===== src/pkg/dac_consts.svh =====
`ifndef DAC_CONSTS_SVH
`define DAC_CONSTS_SVH

// ==========================================================
// Frame geometry
`define DAC_FRAME_BITS      6'h20
`define DAC_LAST_BIT        6'h1F
`define DAC_CMD_MSB         27
`define DAC_CMD_LSB         24
`define DAC_ADDR_MSB        23
`define DAC_ADDR_LSB        20
`define DAC_DATA_MSB        19
`define DAC_DATA_LSB        4
`define DAC_PD_MODE_MSB     9
`define DAC_PD_MODE_LSB     8

// ==========================================================
// Channel addresses
`define DAC_ADDR_A          4'h0
`define DAC_ADDR_B          4'h1
`define DAC_ADDR_ALL        4'hF

// ==========================================================
// Output codes
`define DAC_CODE_ZERO       16'h0000
`define DAC_CODE_MID        16'h8000
`define DAC_CODE_FULL       16'hFFFF

// ==========================================================
// Clear code settings
`define DAC_CLR_ZERO        2'h0
`define DAC_CLR_MID         2'h1
`define DAC_CLR_FULL        2'h2

// ==========================================================
// Pin filter and power-up settling
`define DAC_PIN_COUNT       7
`define DAC_PIN_RESET       7'h7F
`define DAC_POR_SETTLE      3'h5

// ==========================================================
// Register byte offsets
`define DAC_REG_STATUS      8'h00
`define DAC_REG_OUT_A       8'h04
`define DAC_REG_OUT_B       8'h08
`define DAC_REG_IN_A        8'h0C
`define DAC_REG_IN_B        8'h10
`define DAC_REG_CONFIG      8'h14
`define DAC_CFG_UPDATE_BIT  2

`endif


===== src/pkg/dac_pkg.sv =====
`default_nettype none

package dac_pkg;

  // ========================================================
  // Serial commands carried in a frame
  typedef enum logic [3:0] {
    CMD_WRITE_IN  = 4'h0,
    CMD_UPDATE    = 4'h1,
    CMD_WRITE_UPD = 4'h3,
    CMD_POWERDOWN = 4'h4,
    CMD_CLEAR_SET = 4'h5
  } cmd_type;

  // ========================================================
  // Frame receiver states
  typedef enum logic [2:0] {
    FRAME_IDLE  = 3'b001,
    FRAME_SHIFT = 3'b010,
    FRAME_WAIT  = 3'b100
  } frame_state_type;

  // ========================================================
  // Filtered pin group, high bit first
  typedef struct packed {
    logic por_mid;
    logic lockout_n;
    logic clear_n;
    logic load_n;
    logic din;
    logic frame_sel_n;
    logic sclk;
  } pin_bits_type;

  // ========================================================
  // One channel as seen by the analog side
  typedef struct packed {
    logic        powered_down;
    logic [15:0] code;
  } chan_out_type;

endpackage : dac_pkg

`default_nettype wire


===== src/rtl/dual_dac_serial_control.sv =====
// The Avalon-MM register port and the register addresses were chosen for this implementation.
`include "dac_consts.svh"
`default_nettype none

module dual_dac_serial_control (
  input  wire logic                 clk_sys,             // 25 MHz clock
  input  wire logic                 reset,               // Sync, high
  input  wire logic                 sclk,                // Serial clock
  input  wire logic                 frame_sel_n,         // Frame select
  input  wire logic                 din,                 // Serial data in
  input  wire logic                 load_output_strobe_n,// Load strobe
  input  wire logic                 async_clear_n,       // Clear input
  input  wire logic                 powerdown_lockout_n, // Lockout pin
  input  wire logic                 power_up_mid,        // Power-up select
  output logic                      serial_out,          // Serial out
  output dac_pkg::chan_out_type     chan_a,              // Channel A
  output dac_pkg::chan_out_type     chan_b,              // Channel B
  input  wire logic [7:0]           avs_address,         // Byte address
  input  wire logic                 avs_read,            // Read request
  input  wire logic                 avs_write,           // Write request
  input  wire logic [3:0]           avs_byteenable,      // Byte lanes
  input  wire logic [31:0]          avs_writedata,       // Write data
  output logic [31:0]               avs_readdata,        // Read data
  output logic                      avs_waitrequest      // Stall
);

  // ========================================================
  // Pin filtering
  dac_pkg::pin_bits_type pin_f;
  dac_pkg::pin_bits_type pin_q;
  pin_filter u_pin_filter (
    .clk_sys (clk_sys),
    .reset   (reset),
    .pins    ({power_up_mid, powerdown_lockout_n, async_clear_n,
               load_output_strobe_n, din, frame_sel_n, sclk}),
    .filt    (pin_f)
  );

  // Previous filtered levels for edge finding
  always_ff @(posedge clk_sys) begin
    if (reset) begin
      pin_q <= `DAC_PIN_RESET;
    end else begin
      pin_q <= pin_f;
    end
  end

  logic sclk_fall;
  logic sclk_rise;
  logic fs_fall;
  logic fs_rise;
  logic clr_fall;
  logic lock_fall;
  assign sclk_fall = pin_q.sclk & ~pin_f.sclk;
  assign sclk_rise = ~pin_q.sclk & pin_f.sclk;
  assign fs_fall   = pin_q.frame_sel_n & ~pin_f.frame_sel_n;
  assign fs_rise   = ~pin_q.frame_sel_n & pin_f.frame_sel_n;
  assign clr_fall  = pin_q.clear_n & ~pin_f.clear_n;
  assign lock_fall = pin_q.lockout_n & ~pin_f.lockout_n;

  // ========================================================
  // Power-up settling: filters fill before the strap is read
  logic [2:0] por_cnt;
  logic       por_done;
  logic       por_load;
  assign por_load = ~por_done & (por_cnt == `DAC_POR_SETTLE);
  always_ff @(posedge clk_sys) begin
    if (reset) begin
      por_cnt  <= 3'h0;
      por_done <= 1'b0;
    end else if (!por_done) begin
      por_cnt  <= por_cnt + 3'h1;
      por_done <= por_load;
    end
  end

  // ========================================================
  // Frame receiver
  dac_pkg::frame_state_type state;
  logic [5:0]  bit_cnt;
  logic [31:0] shift;
  logic        frame_done;

  // Abort wins over a falling clock seen in the same cycle
  always_ff @(posedge clk_sys) begin
    if (reset) begin
      state      <= dac_pkg::FRAME_IDLE;
      bit_cnt    <= 6'h00;
      frame_done <= 1'b0;
    end else begin
      frame_done <= 1'b0;
      unique case (state)
        dac_pkg::FRAME_IDLE: begin
          if (fs_fall) begin
            state   <= dac_pkg::FRAME_SHIFT;
            bit_cnt <= 6'h00;
          end
        end
        dac_pkg::FRAME_SHIFT: begin
          if (fs_rise) begin
            state <= dac_pkg::FRAME_IDLE;
          end else if (sclk_fall) begin
            bit_cnt <= bit_cnt + 6'h01;
            if (bit_cnt == `DAC_LAST_BIT) begin
              state      <= dac_pkg::FRAME_WAIT;
              frame_done <= 1'b1;
            end
          end
        end
        dac_pkg::FRAME_WAIT: begin
          // Extra clocks after the 32nd are ignored
          if (fs_rise) begin
            state <= dac_pkg::FRAME_IDLE;
          end
        end
        default: begin
          state <= dac_pkg::FRAME_IDLE;
        end
      endcase
    end
  end

  // Shift register keeps last word for readback
  always_ff @(posedge clk_sys) begin
    if (reset) begin
      shift <= 32'h0000_0000;
    end else if (state == dac_pkg::FRAME_SHIFT && sclk_fall
                 && !fs_rise) begin
      shift <= {shift[30:0], pin_f.din};
    end
  end

  // Serial out: old word leaves MSB first, MSB at frame select fall, rest on rising clock
  always_ff @(posedge clk_sys) begin
    if (reset) begin
      serial_out <= 1'b0;
    end else if (fs_fall || sclk_rise) begin
      serial_out <= shift[31];
    end
  end

  // ========================================================
  // Frame decode
  dac_pkg::cmd_type cmd;
  logic [3:0]  addr;
  logic [15:0] wdata;
  logic [1:0]  sel;
  assign cmd   = dac_pkg::cmd_type'(shift[`DAC_CMD_MSB:`DAC_CMD_LSB]);
  assign addr  = shift[`DAC_ADDR_MSB:`DAC_ADDR_LSB];
  assign wdata = shift[`DAC_DATA_MSB:`DAC_DATA_LSB];
  assign sel   = {addr == `DAC_ADDR_B || addr == `DAC_ADDR_ALL,
                  addr == `DAC_ADDR_A || addr == `DAC_ADDR_ALL};

  logic wr_in;
  logic wr_upd;
  logic pd_cmd;
  logic clr_set;
  assign wr_in   = frame_done & por_done
                   & (cmd == dac_pkg::CMD_WRITE_IN
                      || cmd == dac_pkg::CMD_WRITE_UPD);
  assign wr_upd  = frame_done & por_done
                   & (cmd == dac_pkg::CMD_UPDATE
                      || cmd == dac_pkg::CMD_WRITE_UPD);
  assign pd_cmd  = frame_done & (cmd == dac_pkg::CMD_POWERDOWN);
  assign clr_set = frame_done & (cmd == dac_pkg::CMD_CLEAR_SET);

  // ========================================================
  // Clear code setting, by frame or by bus
  logic [1:0]  clear_code;
  logic [15:0] clear_value;
  logic        cfg_wr;
  always_ff @(posedge clk_sys) begin
    if (reset) begin
      clear_code <= `DAC_CLR_ZERO;
    end else if (clr_set) begin
      clear_code <= shift[1:0];
    end else if (cfg_wr && avs_byteenable[0]) begin
      clear_code <= avs_writedata[1:0];
    end
  end
  always_comb begin
    unique case (clear_code)
      `DAC_CLR_MID:  clear_value = `DAC_CODE_MID;
      `DAC_CLR_FULL: clear_value = `DAC_CODE_FULL;
      default:       clear_value = `DAC_CODE_ZERO;
    endcase
  end

  // ========================================================
  // Input and output registers
  logic [15:0] in_a;
  logic [15:0] in_b;
  logic        load_now;
  logic        sw_update;
  // Level-sensitive load covers both pulsed and tied-low use
  assign load_now = por_done & ~pin_f.load_n & pin_f.clear_n;

  // Clear beats any write in the same cycle
  always_ff @(posedge clk_sys) begin
    if (reset) begin
      in_a <= `DAC_CODE_ZERO;
      in_b <= `DAC_CODE_ZERO;
    end else if (por_load) begin
      in_a <= pin_f.por_mid ? `DAC_CODE_MID : `DAC_CODE_ZERO;
      in_b <= pin_f.por_mid ? `DAC_CODE_MID : `DAC_CODE_ZERO;
    end else if (por_done && clr_fall) begin
      in_a <= clear_value;
      in_b <= clear_value;
    end else if (wr_in) begin
      if (sel[0]) in_a <= wdata;
      if (sel[1]) in_b <= wdata;
    end
  end

  always_ff @(posedge clk_sys) begin
    if (reset) begin
      chan_a.code <= `DAC_CODE_ZERO;
      chan_b.code <= `DAC_CODE_ZERO;
    end else if (por_load) begin
      chan_a.code <= pin_f.por_mid ? `DAC_CODE_MID : `DAC_CODE_ZERO;
      chan_b.code <= pin_f.por_mid ? `DAC_CODE_MID : `DAC_CODE_ZERO;
    end else if (por_done && clr_fall) begin
      chan_a.code <= clear_value;
      chan_b.code <= clear_value;
    end else if (load_now || sw_update) begin
      chan_a.code <= in_a;
      chan_b.code <= in_b;
    end else if (wr_upd) begin
      if (sel[0]) chan_a.code <= wr_in ? wdata : in_a;
      if (sel[1]) chan_b.code <= wr_in ? wdata : in_b;
    end
  end

  // ========================================================
  // Software power-down and lockout
  logic [1:0] pd_mode;
  assign pd_mode = shift[`DAC_PD_MODE_MSB:`DAC_PD_MODE_LSB];
  always_ff @(posedge clk_sys) begin
    if (reset) begin
      chan_a.powered_down <= 1'b0;
      chan_b.powered_down <= 1'b0;
    end else if (lock_fall) begin
      chan_a.powered_down <= 1'b0;
      chan_b.powered_down <= 1'b0;
    end else if (pd_cmd && (pin_f.lockout_n || pd_mode == 2'h0)) begin
      if (shift[0]) chan_a.powered_down <= (pd_mode != 2'h0);
      if (shift[1]) chan_b.powered_down <= (pd_mode != 2'h0);
    end
  end

  // ========================================================
  // Avalon-MM slave: one wait cycle, answer on the second edge
  logic ack;
  logic req;
  assign req             = avs_read | avs_write;
  assign avs_waitrequest = req & ~ack;
  assign cfg_wr          = avs_write & ack
                           & (avs_address == `DAC_REG_CONFIG);
  assign sw_update       = cfg_wr & avs_byteenable[0]
                           & avs_writedata[`DAC_CFG_UPDATE_BIT]
                           & pin_f.clear_n & por_done;

  always_ff @(posedge clk_sys) begin
    if (reset) begin
      ack <= 1'b0;
    end else begin
      ack <= req & ~ack;
    end
  end

  // Unmapped reads return zero
  always_ff @(posedge clk_sys) begin
    if (reset) begin
      avs_readdata <= 32'h0000_0000;
    end else if (avs_read && !ack) begin
      unique case (avs_address)
        `DAC_REG_STATUS: avs_readdata <= {24'h00_0000,
            state == dac_pkg::FRAME_SHIFT, pin_f.load_n,
            pin_f.lockout_n, pin_f.clear_n, por_done,
            ~pin_f.frame_sel_n, chan_b.powered_down,
            chan_a.powered_down};
        `DAC_REG_OUT_A:  avs_readdata <= {16'h0000, chan_a.code};
        `DAC_REG_OUT_B:  avs_readdata <= {16'h0000, chan_b.code};
        `DAC_REG_IN_A:   avs_readdata <= {16'h0000, in_a};
        `DAC_REG_IN_B:   avs_readdata <= {16'h0000, in_b};
        `DAC_REG_CONFIG: avs_readdata <= {30'h0000_0000, clear_code};
        default:         avs_readdata <= 32'h0000_0000;
      endcase
    end
  end

  // ========================================================
  // Checks
  property p_load_transfer;
    @(posedge clk_sys) disable iff (reset)
    (load_now && !clr_fall) |=> (chan_a.code == $past(in_a)
                                 && chan_b.code == $past(in_b));
  endproperty
  a_load_transfer: assert property (p_load_transfer)
    else $error("load strobe did not move input to output");

  property p_frame_open;
    @(posedge clk_sys) disable iff (reset)
    (state == dac_pkg::FRAME_IDLE && fs_fall)
      |=> (state == dac_pkg::FRAME_SHIFT && bit_cnt == 6'h00);
  endproperty
  a_frame_open: assert property (p_frame_open)
    else $error("frame select fall did not open a frame");

  property p_bit_count;
    @(posedge clk_sys) disable iff (reset)
    (state == dac_pkg::FRAME_SHIFT && sclk_fall && !fs_rise)
      |=> bit_cnt == $past(bit_cnt) + 6'h01;
  endproperty
  a_bit_count: assert property (p_bit_count)
    else $error("falling clock not counted");

  property p_abort;
    @(posedge clk_sys) disable iff (reset)
    (state == dac_pkg::FRAME_SHIFT && fs_rise)
      |=> (state == dac_pkg::FRAME_IDLE && !frame_done) ##1 !frame_done;
  endproperty
  a_abort: assert property (p_abort)
    else $error("aborted frame was executed");

  property p_shift_in;
    @(posedge clk_sys) disable iff (reset)
    (state == dac_pkg::FRAME_SHIFT && sclk_fall && !fs_rise)
      |=> (shift[0] == $past(pin_f.din)
           && shift[31:1] == $past(shift[30:0]));
  endproperty
  a_shift_in: assert property (p_shift_in)
    else $error("shift register did not take data bit");

  property p_sdo_launch;
    @(posedge clk_sys) disable iff (reset)
    sclk_rise |=> serial_out == $past(shift[31]);
  endproperty
  a_sdo_launch: assert property (p_sdo_launch)
    else $error("serial out not launched on rising clock");

  property p_por_level;
    @(posedge clk_sys) disable iff (reset)
    por_load |=> (chan_a.code == ($past(pin_f.por_mid) ? `DAC_CODE_MID
                                  : `DAC_CODE_ZERO)
                  && chan_b.code == chan_a.code);
  endproperty
  a_por_level: assert property (p_por_level)
    else $error("power-up level wrong");

  property p_clear_hold;
    @(posedge clk_sys) disable iff (reset)
    (por_done && !pin_f.clear_n && !clr_fall && !wr_upd)
      |=> $stable(chan_a.code) && $stable(chan_b.code);
  endproperty
  a_clear_hold: assert property (p_clear_hold)
    else $error("output changed by load while clear low");

  property p_clear_load;
    @(posedge clk_sys) disable iff (reset)
    (por_done && clr_fall) |=> (chan_a.code == $past(clear_value)
                                && in_b == $past(clear_value));
  endproperty
  a_clear_load: assert property (p_clear_load)
    else $error("clear did not load clear code");

  property p_lock_refuse;
    @(posedge clk_sys) disable iff (reset)
    (!pin_f.lockout_n && !chan_a.powered_down) |=> !chan_a.powered_down;
  endproperty
  a_lock_refuse: assert property (p_lock_refuse)
    else $error("power-down entered under lockout");

  property p_lock_wake;
    @(posedge clk_sys) disable iff (reset)
    lock_fall |=> (!chan_a.powered_down && !chan_b.powered_down
                   && $stable(chan_a.code));
  endproperty
  a_lock_wake: assert property (p_lock_wake)
    else $error("lockout fall did not wake channels");

  c_full_frame: cover property (@(posedge clk_sys) disable iff (reset)
    frame_done);
  c_abort: cover property (@(posedge clk_sys) disable iff (reset)
    state == dac_pkg::FRAME_SHIFT && fs_rise);
  c_clear: cover property (@(posedge clk_sys) disable iff (reset)
    por_done && clr_fall);
  c_wake: cover property (@(posedge clk_sys) disable iff (reset)
    lock_fall && chan_a.powered_down);

endmodule : dual_dac_serial_control

`default_nettype wire


===== src/rtl/pin_filter.sv =====
`include "dac_consts.svh"
`default_nettype none

module pin_filter (
  input  wire logic                        clk_sys, // System clock
  input  wire logic                        reset,   // Sync reset, high
  input  wire logic [`DAC_PIN_COUNT-1:0]   pins,    // Raw pin levels
  output logic      [`DAC_PIN_COUNT-1:0]   filt     // Filtered levels
);

  // ========================================================
  // Three-stage sampler per pin
  // Idle reset level is high: all active-low pins at rest
  localparam logic [`DAC_PIN_COUNT-1:0] pin_idle = `DAC_PIN_RESET;
  genvar i;
  generate
    for (i = 0; i < `DAC_PIN_COUNT; i = i + 1) begin : g_pin
      logic s1;
      logic s2;
      logic s3;
      // First stage feeds only the second one
      always_ff @(posedge clk_sys) begin
        if (reset) begin
          s1 <= pin_idle[i];
          s2 <= pin_idle[i];
          s3 <= pin_idle[i];
        end else begin
          s1 <= pins[i];
          s2 <= s1;
          s3 <= s2;
        end
      end
      // Level accepted once two later stages agree
      always_ff @(posedge clk_sys) begin
        if (reset) begin
          filt[i] <= pin_idle[i];
        end else if (s2 == s3) begin
          filt[i] <= s3;
        end
      end
    end
  endgenerate

endmodule : pin_filter

`default_nettype wire


===== config.mk =====
export PLATFORM = sky130hd
export DESIGN_NAME = dual_dac_serial_control
export DESIGN_NICKNAME = d
export VERILOG_FILES = /design/src/pkg/dac_pkg.sv /design/src/rtl/dual_dac_serial_control.sv /design/src/rtl/pin_filter.sv
export VERILOG_INCLUDE_DIRS = /design/src /design/src/pkg
export SDC_FILE = /design/constraint.sdc
export NUM_CORES = 1
export LEC_CHECK = 0
export ABC_AREA = 1
export ABC_CLOCK_PERIOD_IN_PS = 1600
export BUFFER_PORTS_ARGS = -buffer_cell sky130_fd_sc_hd__buf_2
export CAP_MARGIN = 40
export CORE_UTILIZATION = 51
export DETAILED_ROUTE_END_ITERATION = 8
export PLACE_DENSITY = 0.87
export SLEW_MARGIN = 0
export SYNTH_ARGS = -nofsm -noshare
export SYNTH_HDL_FRONTEND = slang
export SYNTH_SLANG_ARGS = --single-unit

===== constraint.sdc =====
create_clock -name clk_sys -period 1.6 [get_ports clk_sys]
set_input_delay 0.32 -clock clk_sys [delete_from_list [all_inputs] [get_ports clk_sys]]
set_output_delay 0.32 -clock clk_sys [all_outputs]
set_load 0.05 [all_outputs]

* Word-level counts from Yosys, hierarchy flattened
Cells that the tools add are included.
Storage, ports and cells: register bits 180, input port bits 55
Cells by class: equality and inequality tests 31, add/subtract/negate cells 2, bitwise gates (word level) 33, mux-type cells 37, reduce and logical (&&, ||, !) cells 38
Operators by type and width (number):
- 16-bit 2-to-1 mux | 21
- 16-bit one-hot mux with 6 select lines | 1
- 16-bit one-hot mux with 2 select lines | 1
- 1-bit bitwise AND | 21
- 6-bit 2-to-1 mux | 3
- 8-bit by 4-bit == test with 1-bit output, second input constant | 2
- 8-bit by 5-bit == test with 1-bit output, second input constant | 2
- 3-bit 2-to-1 mux | 5
- 6-bit one-hot mux with 2 select lines | 1
- 2-bit AND reduction | 6
- 4-bit nonzero test | 3
- 1-bit inverter | 11
- 3-bit one-hot mux with 3 select lines | 1
- 3-bit nonzero test | 3
- 4-bit by 1-bit == test with 1-bit output, second input constant | 2
- 4-bit by 3-bit == test with 1-bit output, second input constant | 2
- 8-bit by 3-bit == test with 1-bit output, second input constant | 1
- 4-bit zero test | 2
- 8-bit zero test | 1
- 2-bit != test, second input constant | 4
- 4-bit AND reduction | 2
- 1-bit == test | 7
- 1-bit logical OR | 7
- 6-bit by 1-bit adder with 6-bit output, second input constant | 1
- other kinds (19) | 31

* Longest topological paths before layout
depth after elaboration 10, mapped depth 13, depth with buffers taken out 12

* Hierarchy
From an unflattened synthesis, not the netlist that was laid out.
Second synthesis, totals: cell total of the unflattened synthesis 1117, area total of the unflattened synthesis 7638.6 um2
Modules (own cells, without submodules):
- dual_dac_serial_control | cells an instance 1009, times used 1, area each 6720.2 um2
- pin_filter | cells an instance 108, times used 1, area each 918.4 um2

* Least setup slack after synthesis
No wires, ideal clock.
kind flip-flop to flip-flop, start reg por_cnt[1], end reg chan_a[10] (netlist name), arrival time 1.563 ns, library setup time 0.070 ns, setup slack -0.033 ns, required time 1.530 ns, clock period less this slack 1.633 ns, stages on the path, launching flop included 13, path buffers 1, cell sequence dfxtp_1 -> inv_1 -> ha_1 -> nand3_4 -> o21ai_1 -> nor2_1 -> nand2_1 -> nand2_1 -> nand2_4 -> inv_4 -> buf_2 -> nand2_1 -> a21oi_2
Between the ends: word-level cells in the longest chain between the ends 4
Ends and longest elaborated chain:
- start: declaration | RTL line dual_dac_serial_control.sv:63 | logic [2:0] por_cnt;
- start signal: assignment | RTL line dual_dac_serial_control.sv:72 | por_cnt <= por_cnt + 3'h1;
- 3-bit == test (no source line) (*)
- 1-bit bitwise AND (*) | RTL line dual_dac_serial_control.sv:66 | assign por_load = ~por_done & (por_cnt == `DAC_POR_SETTLE);
- 4-bit nonzero test (no source line)
- 2-bit AND reduction (no source line)
- end: declaration | RTL line dual_dac_serial_control.sv:16 | output dac_pkg::chan_out_type chan_a,
Mark *: on every way between the ends. The rest lies on a longest branch, timed or not. A chain may end at the register's enable or synchronous reset.

* Worst setup path in the final report
start reg por_done, end reg chan_b[0] (netlist name)
Between the ends: word-level cells in the longest chain between the ends 8
Ends and longest elaborated chain:
- start: declaration | RTL line dual_dac_serial_control.sv:64 | logic por_done;
- start signal: assignment | RTL line dual_dac_serial_control.sv:73 | por_done <= por_load;
- 1-bit bitwise AND | RTL line dual_dac_serial_control.sv:158, dual_dac_serial_control.sv:161
- 1-bit bitwise AND | RTL line dual_dac_serial_control.sv:159 | & (cmd == dac_pkg::CMD_WRITE_IN
- 16-bit 2-to-1 mux (2 in a row) | RTL line dual_dac_serial_control.sv:230 | if (sel[1]) chan_b.code <= wr_in ? wdata : in_b;
- 16-bit 2-to-1 mux | RTL line dual_dac_serial_control.sv:228 | end else if (wr_upd) begin
- 16-bit 2-to-1 mux | RTL line dual_dac_serial_control.sv:225 | end else if (load_now || sw_update) begin
- 16-bit 2-to-1 mux | RTL line dual_dac_serial_control.sv:222 | end else if (por_done && clr_fall) begin
- 16-bit 2-to-1 mux | RTL line dual_dac_serial_control.sv:219 | end else if (por_load) begin
- end: declaration | RTL line dual_dac_serial_control.sv:17 | output dac_pkg::chan_out_type chan_b,
Parallel ways exist; a longest one is shown, timed or not. The select of a mux whose other input is x is not followed.

==> results.txt <==
The synthesized design contains 0 enable-type register cells. The netlist area before placement came out at 7330 um^2. The sink count of the clock tree came out at 164. The path class of the tightest hold or removal check is in -> reg. The number of H-tree levels came out at 4. The largest individual stage delay along the critical path comes from the cell sky130_fd_sc_hd__dfxtp_2. The overall power after layout is about 9.2 mW. The fraction of synthesized cell area taken by the top area cell type came out at 0.448. The smallest clock period supported by the final layout is computed as between 1.5 and 2 ns. Counting the buffers created by CTS gives 17. The signal on the critical path passes through nand2_1 > nor3_2 > nand2_1 > inv_1 > nand2_8 > nand2_4 > nand2_1 > nand2_1 > nand2_2 > a21oi_2.

The most numerous cell type found on the critical path is sky130_fd_sc_hd__nand2_1. The width of the chip came out at 122 um. The peak clock frequency supported by timing is ~0.58 GHz. The count of nets left with antenna violations once routing finished came out at 0. The overflow left after global routing is 0.

The register-to-register setup slack is -0.12 ns. The number of antenna violations at the first check in global routing came to 1. The signed area change from the synthesized netlist to the final layout came out at 26.6%. For this block, the initial DRC count from the detailed router was 664. Clock-pin slew was measured on the worst setup and hold paths at ~0.070 ns. The final weighted congestion of routability-driven global placement is about 0.84. TritonCTS built the clock tree.

The count of unique library cells instantiated by Yosys is 46. The reported leakage power came out at between 4 and 5 nW. The startpoint identified for the worst register-to-register timing path is por_done.

Yosys printed 0 warnings. Along the worst path, the maximum fanout reaches 15. The delay of the slowest critical-path stage is between 0.3 and 0.4 ns. The register bit total from synthesis is approximately 160. The capture point of the worst reg-to-reg path is chan_b[0].

Entering global routing, the biggest net connects 83 pins. The clock passes through at most 2 buffers. The fraction of registers with async set or reset after synthesis is 0. The max-slew violation total from the final report came to 0.

The required arrival time at the worst endpoint is slightly below 2 ns. The share of the Yosys chip area taken by registers is 0.448. The count of endpoints failing setup in the final report is 35. The worst clock skew on the final layout came out at about 0.011 ns. The relative slew slack came out at 0.553. The portion of the clock cycle consumed by the worst path in the final layout came out at 1.07. The tool flagged a number of max-cap violations equal to 0.

The gate count of the mapped netlist came out at 1013. The total length of routed met2 wires is 9930 um. The checks that failed: setup timing.

The power density over cell area is about 990 nW/um^2. The run finished, with violations left. The count of inserted antenna diode cells is 0.

The worst-case vdd ir drop is between 0.7 and 0.8 mV. The dominant synthesized flop cell is sky130_fd_sc_hd__dfxtp_1. The detail-routed net length per standard cell is 15.5 um. By area the synthesized netlist is led by sky130_fd_sc_hd__dfxtp_1, sky130_fd_sc_hd__nand2_1, sky130_fd_sc_hd__nor2_1. The net count of the finished layout is approximately 1200. The critical path in this run is classified as reg -> reg. The average footprint of a synthesized cell is approximately 7.2 um^2. The effective utilization at floorplan came out at 0.526. The first global-routing pass estimated slightly above 30000 um of wire.

Counting the fill cells in the layout gives 969. The finished layout holds 1322 standard cells, fillers aside. The wire length on met1 is a little under 8000 um.

Tracing the worst setup path back leads to its startpoint at por_done. The die is between 100 and 150 um tall. OpenSTA, run right after detailed placement, puts the worst setup slack at -0.222 ns. The pin slew with the least headroom to its limit is between 0.6 and 0.7 ns. The number of global-route vias before repair is ~6600. Setup repair after global routing could not meet its margin everywhere. The final layout contains routed wiring with a total length of ~20000 um. The total vias in the final route came out at between 7000 and 8000. For this design, the CTS-stage hold fixing added 0 buffers. STA classifies the critical path startpoint as a flip-flop.

The logic depth of the worst register-to-register path is 10. The most critical setup path has its endpoint at chan_b[0]. The detail-routed via count per cell is 5.52. The data arrival time of the critical path is about 2.1 ns. The count of input and output buffers is 74.

The total track usage is 0.261. In this run the top signal layer used is met4. Counting tap cells, the placed design contains a total of approximately 1300 instances. Summed over all instances, the cell type with the most area after synthesis is sky130_fd_sc_hd__dfxtp_1. ~120 I/O pins were placed. The setup TNS came out at -1.52 ns. The post-DP HPWL came out at 12000 um. The insertion delay to the later sink of the worst-skew pair came out at ~0.44 ns. The first detailed-routing pass ran for 6 iterations. The tree is rooted in a sky130_fd_sc_hd__clkbuf_16. STA classifies the critical path endpoint as a flip-flop. The number of design rule violations left after detail routing came out at 0. The die area came out at roughly 15000 um^2. The number of hold violations in the final report came out at 0. In the final layout, the share of cells above drive strength 1 is 0.275. Across all setup checks in the final design, the least slack found is -0.115 ns. The area of the core came out at between 10000 and 15000 um^2. Detailed routing placed a total of 1830 um of wire on met3. The number of core rows came out at 43.
## routing by layer
| layer | vias up | global-route usage |
|---|---|---|
| met5 | - | 0 |
| met4 | 0 | 0.143 |
| met3 | 92 | 0.0641 |
| met2 | 415 | 0.444 |
| met1 | 3344 | 0.299 |
| li1 | 3452 | - |
## worst min path at each step
stage               cells past startpoint                  endpoint                      from
floorplan                               1  u_pin_filter.g_pin[0].s2  u_pin_filter.g_pin[0].s1
global placement                        1  u_pin_filter.g_pin[0].s2  u_pin_filter.g_pin[0].s1
detailed placement                      1  u_pin_filter.g_pin[1].s2  u_pin_filter.g_pin[1].s1
CTS                                     2  u_pin_filter.g_pin[1].s1               frame_sel_n
global route                            2  u_pin_filter.g_pin[4].s1             async_clear_n
finish                                  2  u_pin_filter.g_pin[2].s1                       din
## cell usage in the layout, fill, tap and decap left out, types with 4 or more instances in the layout
master	n
sky130_fd_sc_hd__nand2_2	27
sky130_fd_sc_hd__clkbuf_16	20
sky130_fd_sc_hd__nor2_2	10
sky130_fd_sc_hd__or2_2	23
sky130_fd_sc_hd__a21oi_2	24
sky130_fd_sc_hd__conb_1	16
sky130_fd_sc_hd__nor2_1	126
sky130_fd_sc_hd__dfxtp_2	9
sky130_fd_sc_hd__nor3_1	6
sky130_fd_sc_hd__nand3_2	4
sky130_fd_sc_hd__a21oi_1	67
sky130_fd_sc_hd__buf_4	40
sky130_fd_sc_hd__nand2_4	11
sky130_fd_sc_hd__o21ai_0	59
sky130_fd_sc_hd__nand3_1	23
sky130_fd_sc_hd__o21ai_1	23
sky130_fd_sc_hd__nand2_1	251
sky130_fd_sc_hd__inv_4	5
sky130_fd_sc_hd__nand4_1	10
sky130_fd_sc_hd__buf_12	12
sky130_fd_sc_hd__inv_6	7
sky130_fd_sc_hd__o21ai_2	4
sky130_fd_sc_hd__buf_2	73
sky130_fd_sc_hd__inv_2	7
sky130_fd_sc_hd__buf_6	8
sky130_fd_sc_hd__o211ai_1	6
sky130_fd_sc_hd__dfxtp_1	155
sky130_fd_sc_hd__inv_1	62
## power breakdown
part           leakage, nW  switching (mW)  internal, mW
Sequential            1.33          0.0702          4.17
Clock                0.289            1.72          2.41
Combinational         2.66           0.546         0.298
## through the flow
step | hold WS (ns) | area, um^2 | utilization
after floorplan | 0.389 | 7390 | -
after global placement | 0.391 | 8200 | 0.588
after detailed placement | 0.392 | 8200 | 0.588
after CTS | 0.0545 | 8980 | 0.645
after global routing | 0.0628 | 9270 | 0.665
final | 0.0617 | 9270 | 0.665
## kinds of logic (layout without fill, tap and decap cells)
family | count (synthesis) | in the layout | share of synthesized area
flops | 164 | 164 | 0.448
other cells | 1 | 16 | 0.000512
fa+ha+maj | 4 | 4 | 0.00683
simple gates | 512 | 512 | 0.307
buf+inv | 134 | 248 | 0.0861
xor+xnor | 1 | 1 | 0.00120
compound gates | 197 | 197 | 0.150
## cell usage after synthesis (2+ instances only)
master	instances
sky130_fd_sc_hd__buf_2	10
sky130_fd_sc_hd__o21a_1	2
sky130_fd_sc_hd__nand2_2	24
sky130_fd_sc_hd__o211ai_1	6
sky130_fd_sc_hd__a21oi_1	74
sky130_fd_sc_hd__inv_4	4
sky130_fd_sc_hd__dfxtp_1	164
sky130_fd_sc_hd__o22ai_1	2
sky130_fd_sc_hd__inv_1	67
sky130_fd_sc_hd__buf_6	2
sky130_fd_sc_hd__nand2_4	4
sky130_fd_sc_hd__o21ai_0	76
sky130_fd_sc_hd__inv_2	4
sky130_fd_sc_hd__clkinv_1	2
sky130_fd_sc_hd__nor3_1	8
sky130_fd_sc_hd__clkbuf_1	24
sky130_fd_sc_hd__nor3_2	2
sky130_fd_sc_hd__nor2_1	136
sky130_fd_sc_hd__buf_4	18
sky130_fd_sc_hd__or2_2	23
sky130_fd_sc_hd__a31oi_1	2
sky130_fd_sc_hd__ha_1	4
sky130_fd_sc_hd__buf_8	2
sky130_fd_sc_hd__nand2_1	263
sky130_fd_sc_hd__and2_1	2
sky130_fd_sc_hd__nand4_1	10
sky130_fd_sc_hd__nor4_2	2
sky130_fd_sc_hd__a21oi_2	20
sky130_fd_sc_hd__o21ai_1	10
sky130_fd_sc_hd__a211oi_1	3
sky130_fd_sc_hd__nand3_1	27
sky130_fd_sc_hd__nor2_8	2
## registers in the layout, indices dropped and copies added, names as in the netlist
signal	cells
shift	32
chan_a	17
chan_b	17
avs_readdata	16
in_a	16
in_b	16
u_pin_filter.filt	7
u_pin_filter.g_pin.s1	7
u_pin_filter.g_pin.s2	7
u_pin_filter.g_pin.s3	7
bit_cnt	6
pin_q	4
por_cnt	3
state	3
clear_code	2
ack	1
frame_done	1
por_done	1
serial_out	1
## layout make-up
cell class                      instances  area, um^2  area share
Tap cell                              180         225      0.0243
Inverter                               77         314      0.0339
Sequential cell                       164        3290       0.355
Clock buffer                           20         457      0.0493
Multi-Input combinational cell        730        3710       0.400
Timing Repair Buffer                  139        1130       0.122
Clock inverter                         12         141      0.0152
## worst max-delay path: cells and delay by family, from the launching register on
kind | cells | cell delay (ns)
flip-flops | 1 | 0.36
AO/OA/AOI/OAI | 1 | 0.14
buffers and inverters | 1 | 0.17
AND/OR/NAND/NOR | 8 | 0.97
## repair_timing
item                                    CTS  global route
endpoints found under the setup margin   71           101
gates resized for setup                  46            67
pin swaps                                11            16
gates cloned                              1             3
buffers inserted                          3             3
No activity file was read; power rests on OpenSTA's default activity.
